$ cat src/verilog/dba_pkg.sv
// Package: constants and carriers for the bank/address mux block
package dba_pkg;
  localparam int NUM_BANKS   = 8;
  localparam int MA_W        = 13;
  localparam int ROM_SEG_W   = 9;
  localparam int DATA_W      = 64;
  localparam int CHK_W       = 8;
  localparam int LANES       = 8;
  localparam int BOUND_W     = 10;  // Boundary in 4 Mbyte units, A[0:9]
  // Row-width setting codes
  localparam logic [1:0] ROW_9  = 2'h0;
  localparam logic [1:0] ROW_10 = 2'h1;
  localparam logic [1:0] ROW_11 = 2'h2;
  localparam logic [1:0] ROW_12 = 2'h3;
  // Reset values of the bank map
  localparam logic [7:0] BANK_EN_RST = 8'h00;
  localparam logic [1:0] ROW_RST     = 2'h0;
  // Cycle counts of the two address phases
  localparam logic [1:0] ROW_CYC = 2'h2;
  localparam logic [1:0] COL_CYC = 2'h2;

  typedef enum logic [1:0] {
    DBA_IDLE = 2'b00,
    DBA_ROW  = 2'b01,
    DBA_COL  = 2'b10
  } dba_state_t;

  typedef struct packed {
    logic [31:0] addr;    // Bit 31 is the big-endian A0
    logic [2:0]  tsize;
    logic        burst;
    logic        rom;
  } dba_req_t;

  typedef struct packed {
    logic [BOUND_W-1:0] start_mb;
    logic [BOUND_W-1:0] end_mb;
    logic [1:0]         row_code;
    logic               col13_11; // 13 row bits (only 11 column bits)
  } dba_bank_cfg_t;
endpackage

$ cat src/verilog/dba_bank_addr.sv
// Bank select, row/column multiplexing and strobe generation
`timescale 1ns/10ps
module dba_bank_addr #(
  parameter int NUM_BANKS = dba_pkg::NUM_BANKS,
  parameter int MA_W      = dba_pkg::MA_W
) (
  input  wire logic                      clk_sys_in,
  input  wire logic                      resetn_in,
  input  wire logic                      clk_en_in,
  // Access request
  input  wire logic                      req_valid_in,
  input  wire dba_pkg::dba_req_t         req_in,
  input  wire logic                      req_write_in,
  output logic                           req_ready_out,
  output logic                           req_done_out,
  output logic                           req_miss_out,
  // Bank map and mode, held by the configuration block
  input  wire logic [NUM_BANKS-1:0]      bank_en_in,
  input  wire dba_pkg::dba_bank_cfg_t [NUM_BANKS-1:0] bank_cfg_in,
  input  wire logic                      ecc_en_in,
  input  wire logic                      rmw_par_en_in,
  // Data path between core and memory
  input  wire logic [dba_pkg::DATA_W-1:0] wdata_in,
  input  wire logic [dba_pkg::CHK_W-1:0]  wchk_in,
  output logic      [dba_pkg::DATA_W-1:0] rdata_out,
  output logic      [dba_pkg::CHK_W-1:0]  rchk_out,
  // Memory pins
  output logic      [MA_W-1:0]           muxed_dram_addr_out,
  output logic      [NUM_BANKS-1:0]      ras_n_out,
  output logic      [dba_pkg::LANES-1:0] cas_n_out,
  output logic                           we_n_out,
  input  wire logic [31:0]               data_upper_half_in,
  input  wire logic [31:0]               data_lower_half_in,
  output logic      [31:0]               data_upper_half_out,
  output logic      [31:0]               data_lower_half_out,
  output logic                           data_oe_n_out,
  input  wire logic [dba_pkg::CHK_W-1:0] check_bit_lines_in,
  output logic      [dba_pkg::CHK_W-1:0] check_bit_lines_out,
  output logic                           check_oe_n_out
);
  // Big-endian address bit n sits at index 31-n
  function automatic logic pa(input logic [31:0] a, input int n);
    pa = a[31-n];
  endfunction

  dba_pkg::dba_state_t state_reg, state_next;
  dba_pkg::dba_req_t   req_reg;
  logic                write_reg;
  logic [1:0]          cnt_reg;
  logic [NUM_BANKS-1:0] hit_reg;
  logic [MA_W-1:0]     ma_reg, ma_next;
  logic [NUM_BANKS-1:0] ras_n_reg, ras_n_next;
  logic [7:0]          cas_n_reg, cas_n_next;
  logic                we_n_reg;
  logic [31:0]         dh_reg, dl_reg;
  logic [7:0]          chk_reg;
  logic                oe_n_reg;
  logic [63:0]         rdata_reg;
  logic [7:0]          rchk_reg;

  // Bank hit: compare A[0:9] (4 Mbyte granule) against each window
  logic [dba_pkg::BOUND_W-1:0] addr_mb;
  logic [NUM_BANKS-1:0]         hit_vec;
  logic [NUM_BANKS-1:0]         hit_one;
  assign addr_mb = req_in.addr[31 -: dba_pkg::BOUND_W];

  genvar gb;
  generate
    for (gb = 0; gb < NUM_BANKS; gb++) begin : g_hit
      // Each bank keeps its own window; banks may differ
      assign hit_vec[gb] = bank_en_in[gb] && !req_in.rom &&
                           addr_mb >= bank_cfg_in[gb].start_mb &&
                           addr_mb <= bank_cfg_in[gb].end_mb;
    end
  endgenerate
  // Overlapping windows: lowest bank wins, so one strobe only
  assign hit_one = hit_vec & (~hit_vec + NUM_BANKS'(1));

  // Selected bank row setting from the registered hit
  logic [1:0] row_code;
  logic       thirteen;
  always_comb begin
    row_code = dba_pkg::ROW_RST;
    thirteen = 1'b0;
    for (int i = 0; i < NUM_BANKS; i++) begin
      if (hit_reg[i]) begin
        row_code = bank_cfg_in[i].row_code;
        thirteen = bank_cfg_in[i].col13_11;
      end
    end
  end

  // Row and column address images per setting
  logic [MA_W-1:0] row_addr, col_addr, rom_addr;
  logic [31:0]     a;
  logic [7:0]      col_lo;
  assign a = req_reg.addr;
  // Pins 5..12 take A21..A28 in the column phase of every DRAM access
  assign col_lo = {pa(a,21),pa(a,22),pa(a,23),pa(a,24),
                   pa(a,25),pa(a,26),pa(a,27),pa(a,28)};
  // ma[12-k] is pin k; pin 12 is the device A0 lsb
  always_comb begin
    row_addr = '0;
    col_addr = {5'h00, col_lo};
    for (int k = 4; k <= 12; k++) row_addr[12-k] = pa(a, k + 8);
    unique case (row_code)
      dba_pkg::ROW_9: begin
        col_addr[8] = pa(a,11);
      end
      dba_pkg::ROW_10: begin
        row_addr[9]  = pa(a,11);
        col_addr[9]  = pa(a,9);
        col_addr[8]  = pa(a,10);
      end
      dba_pkg::ROW_11: begin
        row_addr[10] = pa(a,10);
        row_addr[9]  = pa(a,11);
        col_addr[10] = pa(a,7);
        col_addr[9]  = pa(a,8);
        col_addr[8]  = pa(a,9);
      end
      dba_pkg::ROW_12: begin
        row_addr[11] = pa(a,9);
        row_addr[10] = pa(a,10);
        row_addr[9]  = pa(a,11);
        col_addr[11] = pa(a,5);
        col_addr[10] = pa(a,6);
        col_addr[9]  = pa(a,7);
        col_addr[8]  = pa(a,8);
        if (thirteen) begin
          row_addr[12] = pa(a,5);   // Pin 0 is the 13th row bit
          col_addr[11] = 1'b0;      // Only eleven column bits
        end
      end
    endcase
  end

  // Boot ROM: pins 4..12 carry ROM bits 12..20, bit 20 lsb
  always_comb begin
    rom_addr = '0;
    for (int k = 4; k <= 12; k++) rom_addr[12-k] = pa(a, k + 8);
  end

  // Lane decode; check modes force a full double word
  logic [7:0] lanes;
  dba_lane_dec u_lane (
    .addr_low_in (req_reg.addr[2:0]),
    .tsize_in    (req_reg.tsize),
    .burst_in    (req_reg.burst),
    .full_dw_in  (ecc_en_in || rmw_par_en_in),
    .lanes_out   (lanes)
  );

  wire cnt_done = (cnt_reg == 2'h0);
  assign req_ready_out = (state_reg == dba_pkg::DBA_IDLE);

  // Sequencer: row phase then column phase
  always_comb begin
    state_next = state_reg;
    ma_next    = ma_reg;
    ras_n_next = ras_n_reg;
    cas_n_next = cas_n_reg;
    unique case (state_reg)
      dba_pkg::DBA_IDLE: begin
        ras_n_next = '1;
        cas_n_next = '1;
      end
      dba_pkg::DBA_ROW: begin
        ma_next    = req_reg.rom ? rom_addr : row_addr;
        ras_n_next = ~hit_reg;
        if (cnt_done) state_next = dba_pkg::DBA_COL;
      end
      dba_pkg::DBA_COL: begin
        ma_next    = req_reg.rom ? rom_addr : col_addr;
        cas_n_next = (|hit_reg) ? ~lanes : 8'hff;
        if (cnt_done) state_next = dba_pkg::DBA_IDLE;
      end
      default: state_next = dba_pkg::DBA_IDLE;
    endcase
  end

  // State, phase counter and request capture
  always_ff @(posedge clk_sys_in or negedge resetn_in) begin
    if (!resetn_in) begin
      state_reg <= dba_pkg::DBA_IDLE;
      cnt_reg   <= 2'h0;
      req_reg   <= '0;
      write_reg <= 1'b0;
      hit_reg   <= '0;
    end else if (clk_en_in) begin
      state_reg <= state_next;
      if (req_valid_in && req_ready_out) begin
        req_reg   <= req_in;
        write_reg <= req_write_in;
        hit_reg   <= hit_one;
        cnt_reg   <= dba_pkg::ROW_CYC - 2'h1;
      end else if (state_reg == dba_pkg::DBA_ROW && cnt_done) begin
        cnt_reg <= dba_pkg::COL_CYC - 2'h1;
      end else if (!cnt_done) begin
        cnt_reg <= cnt_reg - 2'h1;
      end
      if (req_valid_in && req_ready_out) state_reg <= dba_pkg::DBA_ROW;
    end
  end

  // Pin registers
  always_ff @(posedge clk_sys_in or negedge resetn_in) begin
    if (!resetn_in) begin
      ma_reg    <= '0;
      ras_n_reg <= '1;
      cas_n_reg <= '1;
    end else if (clk_en_in) begin
      ma_reg    <= ma_next;
      ras_n_reg <= ras_n_next;
      cas_n_reg <= cas_n_next;
    end
  end

  // Write data and check bits; ROM cycles leave check lines undriven
  always_ff @(posedge clk_sys_in or negedge resetn_in) begin
    if (!resetn_in) begin
      we_n_reg <= 1'b1;
      oe_n_reg <= 1'b1;
      dh_reg   <= '0;
      dl_reg   <= '0;
      chk_reg  <= '0;
    end else if (clk_en_in) begin
      we_n_reg <= !(write_reg && state_next == dba_pkg::DBA_COL &&
                    |hit_reg);
      oe_n_reg <= !(write_reg && state_next != dba_pkg::DBA_IDLE &&
                    |hit_reg);
      dh_reg   <= wdata_in[63:32];
      dl_reg   <= wdata_in[31:0];
      chk_reg  <= wchk_in;
    end
  end

  // Read capture at the end of the column phase
  wire col_end = (state_reg == dba_pkg::DBA_COL) && cnt_done;
  always_ff @(posedge clk_sys_in or negedge resetn_in) begin
    if (!resetn_in) begin
      rdata_reg <= '0;
      rchk_reg  <= '0;
    end else if (clk_en_in && col_end && !write_reg) begin
      rdata_reg <= {data_upper_half_in, data_lower_half_in};
      rchk_reg  <= check_bit_lines_in;
    end
  end

  assign req_done_out        = clk_en_in && col_end;
  assign req_miss_out        = clk_en_in && col_end && !(|hit_reg);
  assign muxed_dram_addr_out = ma_reg;
  assign ras_n_out           = ras_n_reg;
  assign cas_n_out           = cas_n_reg;
  assign we_n_out            = we_n_reg;
  assign data_upper_half_out = dh_reg;
  assign data_lower_half_out = dl_reg;
  assign data_oe_n_out       = oe_n_reg;
  assign check_bit_lines_out = chk_reg;
  assign check_oe_n_out      = oe_n_reg;
  assign rdata_out           = rdata_reg;
  assign rchk_out            = rchk_reg;

  // Checks
  a_ras_onehot: assert property (@(posedge clk_sys_in) disable iff (!resetn_in)
    $countones(~ras_n_out) <= 1)
    else $error("more than one row strobe");
  a_ras_miss: assert property (@(posedge clk_sys_in) disable iff (!resetn_in)
    (state_reg != dba_pkg::DBA_IDLE && hit_reg == '0) |-> ras_n_next == '1)
    else $error("row strobe on a miss");
  a_ecc_allcas: assert property (@(posedge clk_sys_in) disable iff (!resetn_in)
    (clk_en_in && state_reg == dba_pkg::DBA_COL && |hit_reg && ecc_en_in)
    |=> cas_n_out == 8'h00)
    else $error("ecc access without all lanes");
  a_rmw_fulldw: assert property (@(posedge clk_sys_in) disable iff (!resetn_in)
    (rmw_par_en_in || ecc_en_in) |-> lanes == 8'hff)
    else $error("partial lanes in check mode");
  a_row_before: assert property (@(posedge clk_sys_in) disable iff (!resetn_in)
    $fell(cas_n_out[0]) |-> ras_n_out != '1)
    else $error("column strobe without row strobe");
  a_hit_match: assert property (@(posedge clk_sys_in) disable iff (!resetn_in)
    (req_valid_in && req_ready_out && clk_en_in) |=> hit_reg == $past(hit_one))
    else $error("bank hit not captured");
  a_col13_pin0: assert property (@(posedge clk_sys_in) disable iff (!resetn_in)
    (state_reg == dba_pkg::DBA_COL && thirteen && !req_reg.rom) |->
    ma_next[12:11] == 2'h0)
    else $error("column pin 0 used in 13 row mode");
  a_rom_noras: assert property (@(posedge clk_sys_in) disable iff (!resetn_in)
    (state_reg != dba_pkg::DBA_IDLE && req_reg.rom) |-> ras_n_next == '1)
    else $error("row strobe on rom access");
  c_hit_access: cover property (@(posedge clk_sys_in) disable iff (!resetn_in)
    $fell(cas_n_out[0]) && ras_n_out != '1);
  c_miss_access: cover property (@(posedge clk_sys_in) disable iff (!resetn_in)
    req_miss_out);
  c_ecc_access: cover property (@(posedge clk_sys_in) disable iff (!resetn_in)
    ecc_en_in && cas_n_out == 8'h00);
endmodule

$ cat src/verilog/dba_lane_dec.sv
// Byte-lane select decoder for the column strobes
`timescale 1ns/10ps
module dba_lane_dec (
  input  wire logic [2:0] addr_low_in,
  input  wire logic [2:0] tsize_in,
  input  wire logic       burst_in,
  input  wire logic       full_dw_in,
  output logic      [7:0] lanes_out
);
  logic [3:0]  nbytes;
  logic [15:0] mask_wide;

  // Size code 0 means eight bytes; burst is always a full double word
  assign nbytes    = (tsize_in == 3'h0) ? 4'h8 : {1'b0, tsize_in};
  assign mask_wide = {8'h00, 8'hff >> (4'h8 - nbytes)} << addr_low_in;
  // Lane 0 is the lowest address byte
  assign lanes_out = (full_dw_in || burst_in) ? 8'hff : mask_wide[7:0];
endmodule

$ cat config.mk
export PLATFORM = sky130hd
export DESIGN_NAME = dba_bank_addr
export DESIGN_NICKNAME = d
export VERILOG_FILES = /design/src/verilog/dba_pkg.sv /design/src/verilog/dba_bank_addr.sv /design/src/verilog/dba_lane_dec.sv
export SDC_FILE = /design/constraint.sdc
export NUM_CORES = 1
export LEC_CHECK = 0
export BUFFER_PORTS_ARGS = -buffer_cell sky130_fd_sc_hd__buf_2
export CAP_MARGIN = 20
export CORE_AREA = 2 2 215 217
export CTS_CLUSTER_SIZE = 40
export DETAILED_ROUTE_END_ITERATION = 8
export DIE_AREA = 0 0 217 219
export PLACE_DENSITY_LB_ADDON = 0.3
export SYNTH_ARGS = -nofsm -noshare
export SYNTH_HDL_FRONTEND = slang
export SYNTH_SLANG_ARGS = --single-unit
$ cat constraint.sdc
create_clock -name clk_sys_in -period 4.1 [get_ports clk_sys_in]
set_clock_uncertainty 0.2 [all_clocks]
set_input_delay 0.82 -clock clk_sys_in [delete_from_list [all_inputs] [get_ports clk_sys_in]]
set_output_delay 0.82 -clock clk_sys_in [all_outputs]
set_load 0.02 [all_outputs]
# ---- Word-level counts from Yosys, hierarchy flattened
# Index checks and enable logic that the tools add are counted.
dict set report op_classes {
  add_sub_neg 3
  n_lt_le_gt_ge 16
  n_eq_ne 7
  shift 2
  muxes 40
  n_bitwise 4
  n_reduce_logical 57
}
# operator n
set ops {}
lappend ops {{$ge 10x10->1} 8}
lappend ops {{$le 10x10->1} 8}
lappend ops {{$logic_and 1x1->1} 34}
lappend ops {{$pmux 8 s2} 2}
lappend ops {{$mux 2} 15}
lappend ops {{$pmux 13 s2} 1}
lappend ops {{$not 8->8} 3}
lappend ops {{$mux 8} 2}
lappend ops {{$mux 1} 13}
lappend ops {{$mux 13} 1}
lappend ops {{$mux 12} 1}
lappend ops {{$reduce_and 2->1} 5}
lappend ops {{$add 8x1->8 const B} 1}
lappend ops {{$and 8x8->8} 1}
lappend ops {{$eq 2x2->1 const B} 4}
lappend ops {{$reduce_bool 2->1} 4}
lappend ops {{$reduce_or 8->1} 1}
lappend ops {{$shl 8x3->8} 1}
lappend ops {{$shr 8x4->8 const A} 1}
lappend ops {{$logic_not 2->1} 3}
lappend ops {{$pmux 2 s3} 1}
lappend ops {{$logic_not 1->1} 5}
lappend ops {{$eq 2x1->1 const B} 2}
lappend ops {{$mux 4} 1}
lappend ops {{other kinds (10)} 11}
dict set report totals {
  ff_bits 220
  inputBits 380
  output_inout_bits 179
  wordCells 147
}

# ---- Depth between registers and ports, before layout
# Gate-level depths: netlist of the first run.
dict set report depth {
  word_depth 13
  mapped_depth 9
  ltp_nobuf 9
}

# ---- By module
# Synthesis of the first run repeated with hierarchy kept, for this count alone.
dict set report hier_totals {
  cells_unflattened 1192
  area_unflattened_um2 12949.9
}
# mod n_inst cells_each area_each_um2 seq_area_each_um2
set modules_own_cells {}
lappend modules_own_cells {dba_bank_addr 1 1147 12665.9 5527.8}
lappend modules_own_cells {dba_lane_dec 1 45 284.0 0.0}

# ---- Least setup slack after synthesis of the first run
# No wires, ideal clock.
dict set report synth_timing {
  kind {in2reg}
  startpoint {input req_in[27] in the netlist's numbering}
  endpoint {register hit_reg[7]}
  setup_time_ns 0.095
  arrival_ns 2.674
  t_required_ns 3.805
  setup_slack_ns 1.131
  stages 9
  n_path_buf 0
  cell_sequence {inv_1 ha_1 nand2b_1 a31oi_1 o21ai_1 a221o_1 o2bb2ai_2 nand4b_4 o31ai_1}
}
dict set report synth_via {
  elab_chain_len 6
}
# element line
set synth_rtl {}
lappend synth_rtl {{start: declaration} dba_bank_addr.sv:12} ;# input wire dba_pkg::dba_req_t req_in,
lappend synth_rtl {{$ge 10x10->1} dba_bank_addr.sv:72} ;# addr_mb >= bank_cfg_in[gb].start_mb &&
lappend synth_rtl {{$logic_and 1x1->1} dba_bank_addr.sv:71} ;# assign hit_vec[gb] = bank_en_in[gb] && !req_in.rom &&
lappend synth_rtl {{$logic_and 1x1->1} dba_bank_addr.sv:72}
lappend synth_rtl {{$not 8->8} dba_bank_addr.sv:77} ;# assign hit_one = hit_vec & (~hit_vec + NUM_BANKS'(1));
lappend synth_rtl {{$add 8x1->8} dba_bank_addr.sv:77}
lappend synth_rtl {{$and 8x8->8 *} dba_bank_addr.sv:77}
lappend synth_rtl {{end signal: assignment} dba_bank_addr.sv:195} ;# hit_reg <= hit_one;
lappend synth_rtl {{end: declaration} dba_bank_addr.sv:50} ;# logic [NUM_BANKS-1:0] hit_reg;
# Every way passes the cells marked *; elsewhere a longest branch is shown, timed or not.
# A chain may end at the register's enable or synchronous reset.

# ---- Worst setup path after layout of the first run
dict set report layout_timing {
  startpoint {register hit_reg[5]}
  endpoint {output req_miss_out}
}
dict set report layout_via {
  elab_chain_len 3
}
# element line
set layout_rtl {}
lappend layout_rtl {{$reduce_or 8->1} dba_bank_addr.sv:251} ;# assign req_miss_out = clk_en_in && col_end && !(|hit_reg);
lappend layout_rtl {{$logic_not 1->1} dba_bank_addr.sv:251}
lappend layout_rtl {{$logic_and 1x1->1} dba_bank_addr.sv:251}
lappend layout_rtl {{end: declaration} dba_bank_addr.sv:16} ;# output logic req_miss_out,
# No other way between the ends.

==> results of run 1 <==
==> metrics by stage <==
step	instances	area [um^2]	setup slack [ns]
after detailed placement	2335	16700	0.502
after global routing	2378	17400	0.759
after floorplan	1200	13100	1.13
final	2380	17500	0.910
after CTS	2376	17400	0.860
after global placement	2335	16700	0.556
==> layer usage <==
metal | track usage [%] | vias up | part of all wire [%]
met5 | 0 | - | 0.051
met4 | 4.89 | 4 | 2.4
met3 | 3.85 | 68 | 7.0
met2 | 36.6 | 413 | 52
met1 | 21.7 | 5255 | 38
li1 | - | 5401 | -
==> cell usage in the layout (no fill, tap or decap), types with 24 or more instances in the layout <==
cell type / count
buf_2: 556
ha_1: 167
clkbuf_16: 24
nor2_1: 37
dfrtp_1: 202
inv_1: 164
nand2_1: 44
o21ai_0: 51
a21oi_1: 52
mux2_2: 178
==> path summary, 6_finish.rpt <==
kind	to	slack (ns)	cells past startpoint
worst min-delay path	rdata_out[28]	0.11	1
max in group asynchronous	ras_n_out[6]	2.55	2
min in group clk_sys_in	muxed_dram_addr_out[6]	0.28	2
worst min register to register	muxed_dram_addr_out[6]	0.28	2
worst max-delay path	req_miss_out	0.91	5
worst max register to register	muxed_dram_addr_out[9]	1.55	7
==> logic make-up after synthesis <==
| family | Yosys count | synth area share, % |
|---|---|---|
| AO/OA/AOI/OAI | 220 | 11.4 |
| XOR/XNOR | 2 | 0.134 |
| adder cells (fa/ha/maj) | 167 | 15.9 |
| buffers and inverters | 201 | 5.92 |
| flip-flops | 220 | 42.2 |
| multiplexers | 194 | 16.5 |
| AND/OR/NAND/NOR | 196 | 7.91 |
==> cells in the mapped netlist (all sizes together), types with 13 or more instances <==
library cell / instances / share of area [%]
a21o: 19 / 1.1
a21oi: 52 / 2.0
buf: 15 / 0.58
clkbuf: 22 / 0.64
dfrtp: 202 / 39
dfstp: 18 / 3.6
ha: 167 / 16
inv: 164 / 4.7
mux2: 178 / 15
mux2i: 16 / 1.2
nand2: 44 / 1.3
nand2b: 18 / 0.86
nand3: 16 / 0.61
nand4: 16 / 0.76
nor2: 38 / 1.1
nor2b: 16 / 0.76
nor3: 13 / 0.50
o21a: 14 / 0.80
o21ai: 52 / 2.0
==> cell type report <==
type	count	area share, %
Timing Repair Buffer	572	16.9
Tap cell	600	4.30
Sequential cell	220	31.7
Antenna cell	4	0.0573
Multi-Input combinational cell	779	39.0
Clock buffer	33	3.92
Inverter	164	3.53
Clock inverter	8	0.602
==> power groups by stage <==
stage          Combinational [W]  Clock, W  Sequential (W)
2_1_floorplan            0.00166         0         0.00397
3_3_place_gp             0.00362         0         0.00339
3_5_place_dp             0.00367         0         0.00343
4_1_cts                  0.00368   0.00225         0.00340
5_1_grt                  0.00395   0.00235         0.00350
6_report                 0.00360   0.00217         0.00339
==> reports/results.ini, run 1 <==
[run_status]
status = finished, final reports clean

[logic_synthesis]
avgSynthCellArea_um2 = 10.9
synth_cells = 1200
yosysSeqAreaShare_pct = 42.2
synth_area_mm2 = 0.0131
yosysWarnings = 0
synth-seq-cells = 220
synthArstFlopShare_pct = 100
synth-edff-count = 0
syn-num-nets = 1747
synth-main-ff-cell = dfrtp_1
synthDistinctLibCells = 65

[pwr]
switchingPower_w = 0.00345
power_frac_seq_pct = 37.0
intPower_w = 0.00572
pwr-share-clk_pct = 23.7
p_leak_nw = 9.21
netSwitchingFraction_pct = 37.6
pwr-share-comb_pct = 39.3
finalPower_w = 0.00916
power_density_mw_per_mm2 = 525
max-vdd-ir-drop_mv = 0.442

[timing]
slew_headroom_pct = 41.1
final-hold-violation-count = 0
report.final.slew_viol_count = 0
rsz0062_at_grt = false
period_needed_ns = 3.19
whs_ns = 0.108
min_period_over_period_pct = 77.8
worst_slew_pin_slew_ns = 0.881
setup_violations = 0
tns_ns = 0
max_freq_mhz = 313

[global_route]
antenna_found_initial = 14
grt_pass1_wl_mm = 68.8
grt_max_degree = 104
grt_pass1_vias = 11400
track_usage_pct = 19.2
grt-ovfl-total = 0

[worst_setup_path]
max_stage_delay_ns = 0.52
startpoint = hit_reg[5]
worstSetupPathType = reg -> out
worst-path-max-fanout = 9
worst_path_max_delay_cell = dfrtp_1
cp.required_ns = 3.08
critPathBufInv = 1
worstPathArrival_ns = 2.17
cp-start-kind = register
crit_chain = or3_1 -> nor2_1 -> nand2_1 -> nor2_1 -> buf_2
worstReg2RegStart = hit_reg[5]
critPathTopFamily = simple AND/OR/NAND/NOR gates
end_kind = primary output
cp_common_cell = nor2_1

[layout]
multi_input_comb_area_mm2 = 0.00681
drive_gt1_share_pct = 46.0
largest_register_ff_count = 64
fin_util_pct = 38.7
nNetsFinal = 2308
areaGrowthSynthToFinish_pct = 33.2
fillers = 4596
regArea_mm2 = 0.00553

[detailed_routing]
drt_pass1_iterations = 4
vias = 11100
wire_per_inst_um = 19.7
drt_iter0_drc = 405
final_antenna_net_count = 0
finalWirelength_mm = 46.8
drc = 0
avgViaCountPerCell = 4.68

[clock_network]
numClockSinks = 220
cts_hold_buffers = 0
htree_levels = 1
ctsResizeCount = 0
root_buffer = clkbuf_16
clock_tree.buffer_depth = 3
cts_setup_buffers = 0
path_clk_slew_ns = 0.06
cts_tree = yes
numCtsBuffers = 24
insertion_delay_ns = 0.54

[floorplan]
initial_core_util_pct = 29.1
fp.dieArea_mm2 = 0.0475
ioPinCount = 559
core_area_mm2 = 0.0451
rows = 78
die_w_um = 217
die_h_um = 219

[job]
cap_violations = 0

[placement]
dp_hpwl_mm = 38.9
port_buffers = 558
gp_congestion = 0.853

[min_path]
hold_path_class = in -> async

(Power assumes the default switching activity.)
==> inputs of run 2 (changes only) <==
--- a/config.mk
+++ b/config.mk
@@ -7,10 +7,10 @@
 export LEC_CHECK = 0
 export BUFFER_PORTS_ARGS = -buffer_cell sky130_fd_sc_hd__buf_2
 export CAP_MARGIN = 20
-export CORE_AREA = 2 2 215 217
+export CORE_AREA = 2 2 217 219
 export CTS_CLUSTER_SIZE = 40
 export DETAILED_ROUTE_END_ITERATION = 8
-export DIE_AREA = 0 0 217 219
+export DIE_AREA = 0 0 219 221
 export PLACE_DENSITY_LB_ADDON = 0.3
 export SYNTH_ARGS = -nofsm -noshare
 export SYNTH_HDL_FRONTEND = slang
==> constraint.sdc (replaced) <==
create_clock -name clk_sys_in -period 3.2 [get_ports clk_sys_in]
set_clock_uncertainty 0.2 [all_clocks]
set_input_delay 0.64 -clock clk_sys_in [delete_from_list [all_inputs] [get_ports clk_sys_in]]
set_output_delay 0.64 -clock clk_sys_in [all_outputs]
set_load 0.02 [all_outputs]
==> reports/results.ini, run 2 (synthesis results as in run 1) <==
[clock_network]
numClockSinks = 220  ; unchanged
insertion_delay_ns = 0.53  ; about the same
numCtsBuffers = 24  ; unchanged
cts_setup_buffers = 0  ; unchanged
clock_tree.buffer_depth = 3  ; unchanged
path_clk_slew_ns = 0.06  ; about the same
root_buffer = clkbuf_16
htree_levels = 1  ; unchanged
cts_tree = yes

[global_route]
grt-ovfl-total = 0  ; unchanged
track_usage_pct = 18.7  ; -0.54 points
antenna_found_initial = 15  ; +1
grt_pass1_vias = 11700  ; +2.4%
grt_pass1_wl_mm = 69.1  ; +0.51%
grt_max_degree = 83  ; -20%

[timing]
setup_violations = 0  ; unchanged
slew_headroom_pct = 54.8  ; +14 points
final-hold-violation-count = 0  ; unchanged
period_needed_ns = 2.94
worst_slew_pin_slew_ns = 0.678  ; -0.204 ns
report.final.slew_viol_count = 0  ; unchanged
rsz0062_at_grt = false
max_freq_mhz = 340
min_period_over_period_pct = 91.9

[floorplan]
die_w_um = 219  ; +0.92%
core_area_mm2 = 0.0461  ; +2.2%
die_h_um = 221  ; +0.91%
initial_core_util_pct = 28.4  ; -0.61 points
fp.dieArea_mm2 = 0.0484  ; +1.8%
ioPinCount = 559  ; unchanged
rows = 79  ; +1.3%

[layout]
final_cells = 2416  ; +1.5%
fin_area_mm2 = 0.0177  ; +1.4%
regArea_mm2 = 0.00553  ; unchanged
largest_register_ff_count = 64  ; unchanged
areaGrowthSynthToFinish_pct = 35.0
nNetsFinal = 2332  ; +1.0%
drive_gt1_share_pct = 46.8  ; +0.75 points
mostFrequentLayoutCells = buf_2, dfrtp_1, mux2_2, ha_1, inv_1
final_common_cell = buf_2
fillers = 4684  ; +1.9%
multi_input_comb_area_mm2 = 0.00682  ; about the same

[worst_setup_path]
worst-path-max-fanout = 5  ; -4
worst_path_max_delay_cell = dfrtp_1
critPathBufInv = 1  ; unchanged
cp-start-kind = register
critPathTopFamily = simple AND/OR/NAND/NOR gates
end_kind = primary output
max_stage_delay_ns = 0.47  ; -0.05 ns
crit_chain = or3_1 -> nor2_2 -> nand2_1 -> nor2_1 -> buf_2
worstSetupPathType = reg -> out
worstPathArrival_ns = 2.10  ; -0.07 ns
cp.required_ns = 2.36  ; -0.72 ns

[detailed_routing]
final_antenna_net_count = 0  ; unchanged
finalWirelength_mm = 46.5  ; -0.64%
wire_per_inst_um = 19.3  ; -2.1%
vias = 11400  ; +2.3%
avgViaCountPerCell = 4.72  ; +0.75%
drt_pass1_iterations = 7  ; +3
drc = 0  ; unchanged
drt_iter0_drc = 452  ; +12%

[placement]
placed_cells = 2365  ; +1.3%
gp_congestion = 0.916  ; +7.3%
port_buffers = 558  ; unchanged
placed_area_mm2 = 0.0169  ; +1.2%
dp_hpwl_mm = 38.7  ; -0.52%

[pwr]
p_leak_nw = 9.33  ; +1.4%
max-vdd-ir-drop_mv = 0.538  ; +22%
power_density_mw_per_mm2 = 671  ; +28%

[run_status]
status = finished, final reports clean

[min_path]
hold_path_class = in -> reg

[job]
cap_violations = 0  ; unchanged

run 2: through the flow:
stage / setup slack (ns) / util (%) / power (W) / TNS (ns) / hold WS (ns)
2_1_floorplan: 0.411 / - / 0.00721 / 0 / 0.144
3_3_place_gp: 0.00546 / 36.6 / 0.00907 / 0 / 0.261
3_5_place_dp: -0.000919 / 36.6 / 0.00918 / -0.000919 / 0.277
4_1_cts: 0.105 / 38.4 / 0.0121 / 0 / 0.0953
5_1_grt: 0.0438 / 38.4 / 0.0127 / 0 / 0.106
6_report: 0.260 / 38.4 / 0.0119 / 0 / 0.133
run 2: layer usage:
layer | share of wire (%) | routed length [um] | global-route usage (%)
met1 | 41 | 19100 | 22.4
met2 | 49 | 22800 | 33.2
met3 | 7.5 | 3500 | 4.33
met4 | 2.4 | 1110 | 4.90
met5 | 0.16 | 75 | 0
run 2: area by class of cell:
type / count / share of cell area, %
multi-input cells: 779 / 38.5
flip-flops and latches: 220 / 31.2
repair buffers: 596 / 17.8
well taps: 607 / 4.29
clock buffers: 33 / 3.81
inverters: 164 / 3.48
clock inverters: 11 / 0.749
diodes: 6 / 0.0848
run 2: final timing paths:
path | start | end | slack (ns) | cells after the start
worst max-delay path | hit_reg[5] | req_miss_out | 0.26 | 5
worst min-delay path | req_in[5] | a[0] | 0.13 | 2
worst max register to register | state_reg[0] | rdata_out[25] | 0.48 | 6
worst min register to register | muxed_dram_addr_out[4] | muxed_dram_addr_out[4] | 0.28 | 2
max in group asynchronous | resetn_in | ras_n_out[2] | 1.48 | 3
min in group asynchronous | resetn_in | rdata_out[57] | 0.50 | 2
run 2: what timing repair did:
item,in CTS,in global routing
endpoints found under the hold margin,68,0
resized for setup,1,0
endpoints found under the setup margin,1,0
hold buffers,1,0
run 2: report_power, final:
group | switching (W) | leakage [nW] | internal, W | total (W)
logic | 0.00273 | 6.29 | 0.00198 | 0.00471
registers | 0.000600 | 2.66 | 0.00375 | 0.00435
clock network | 0.00116 | 0.391 | 0.00165 | 0.00282
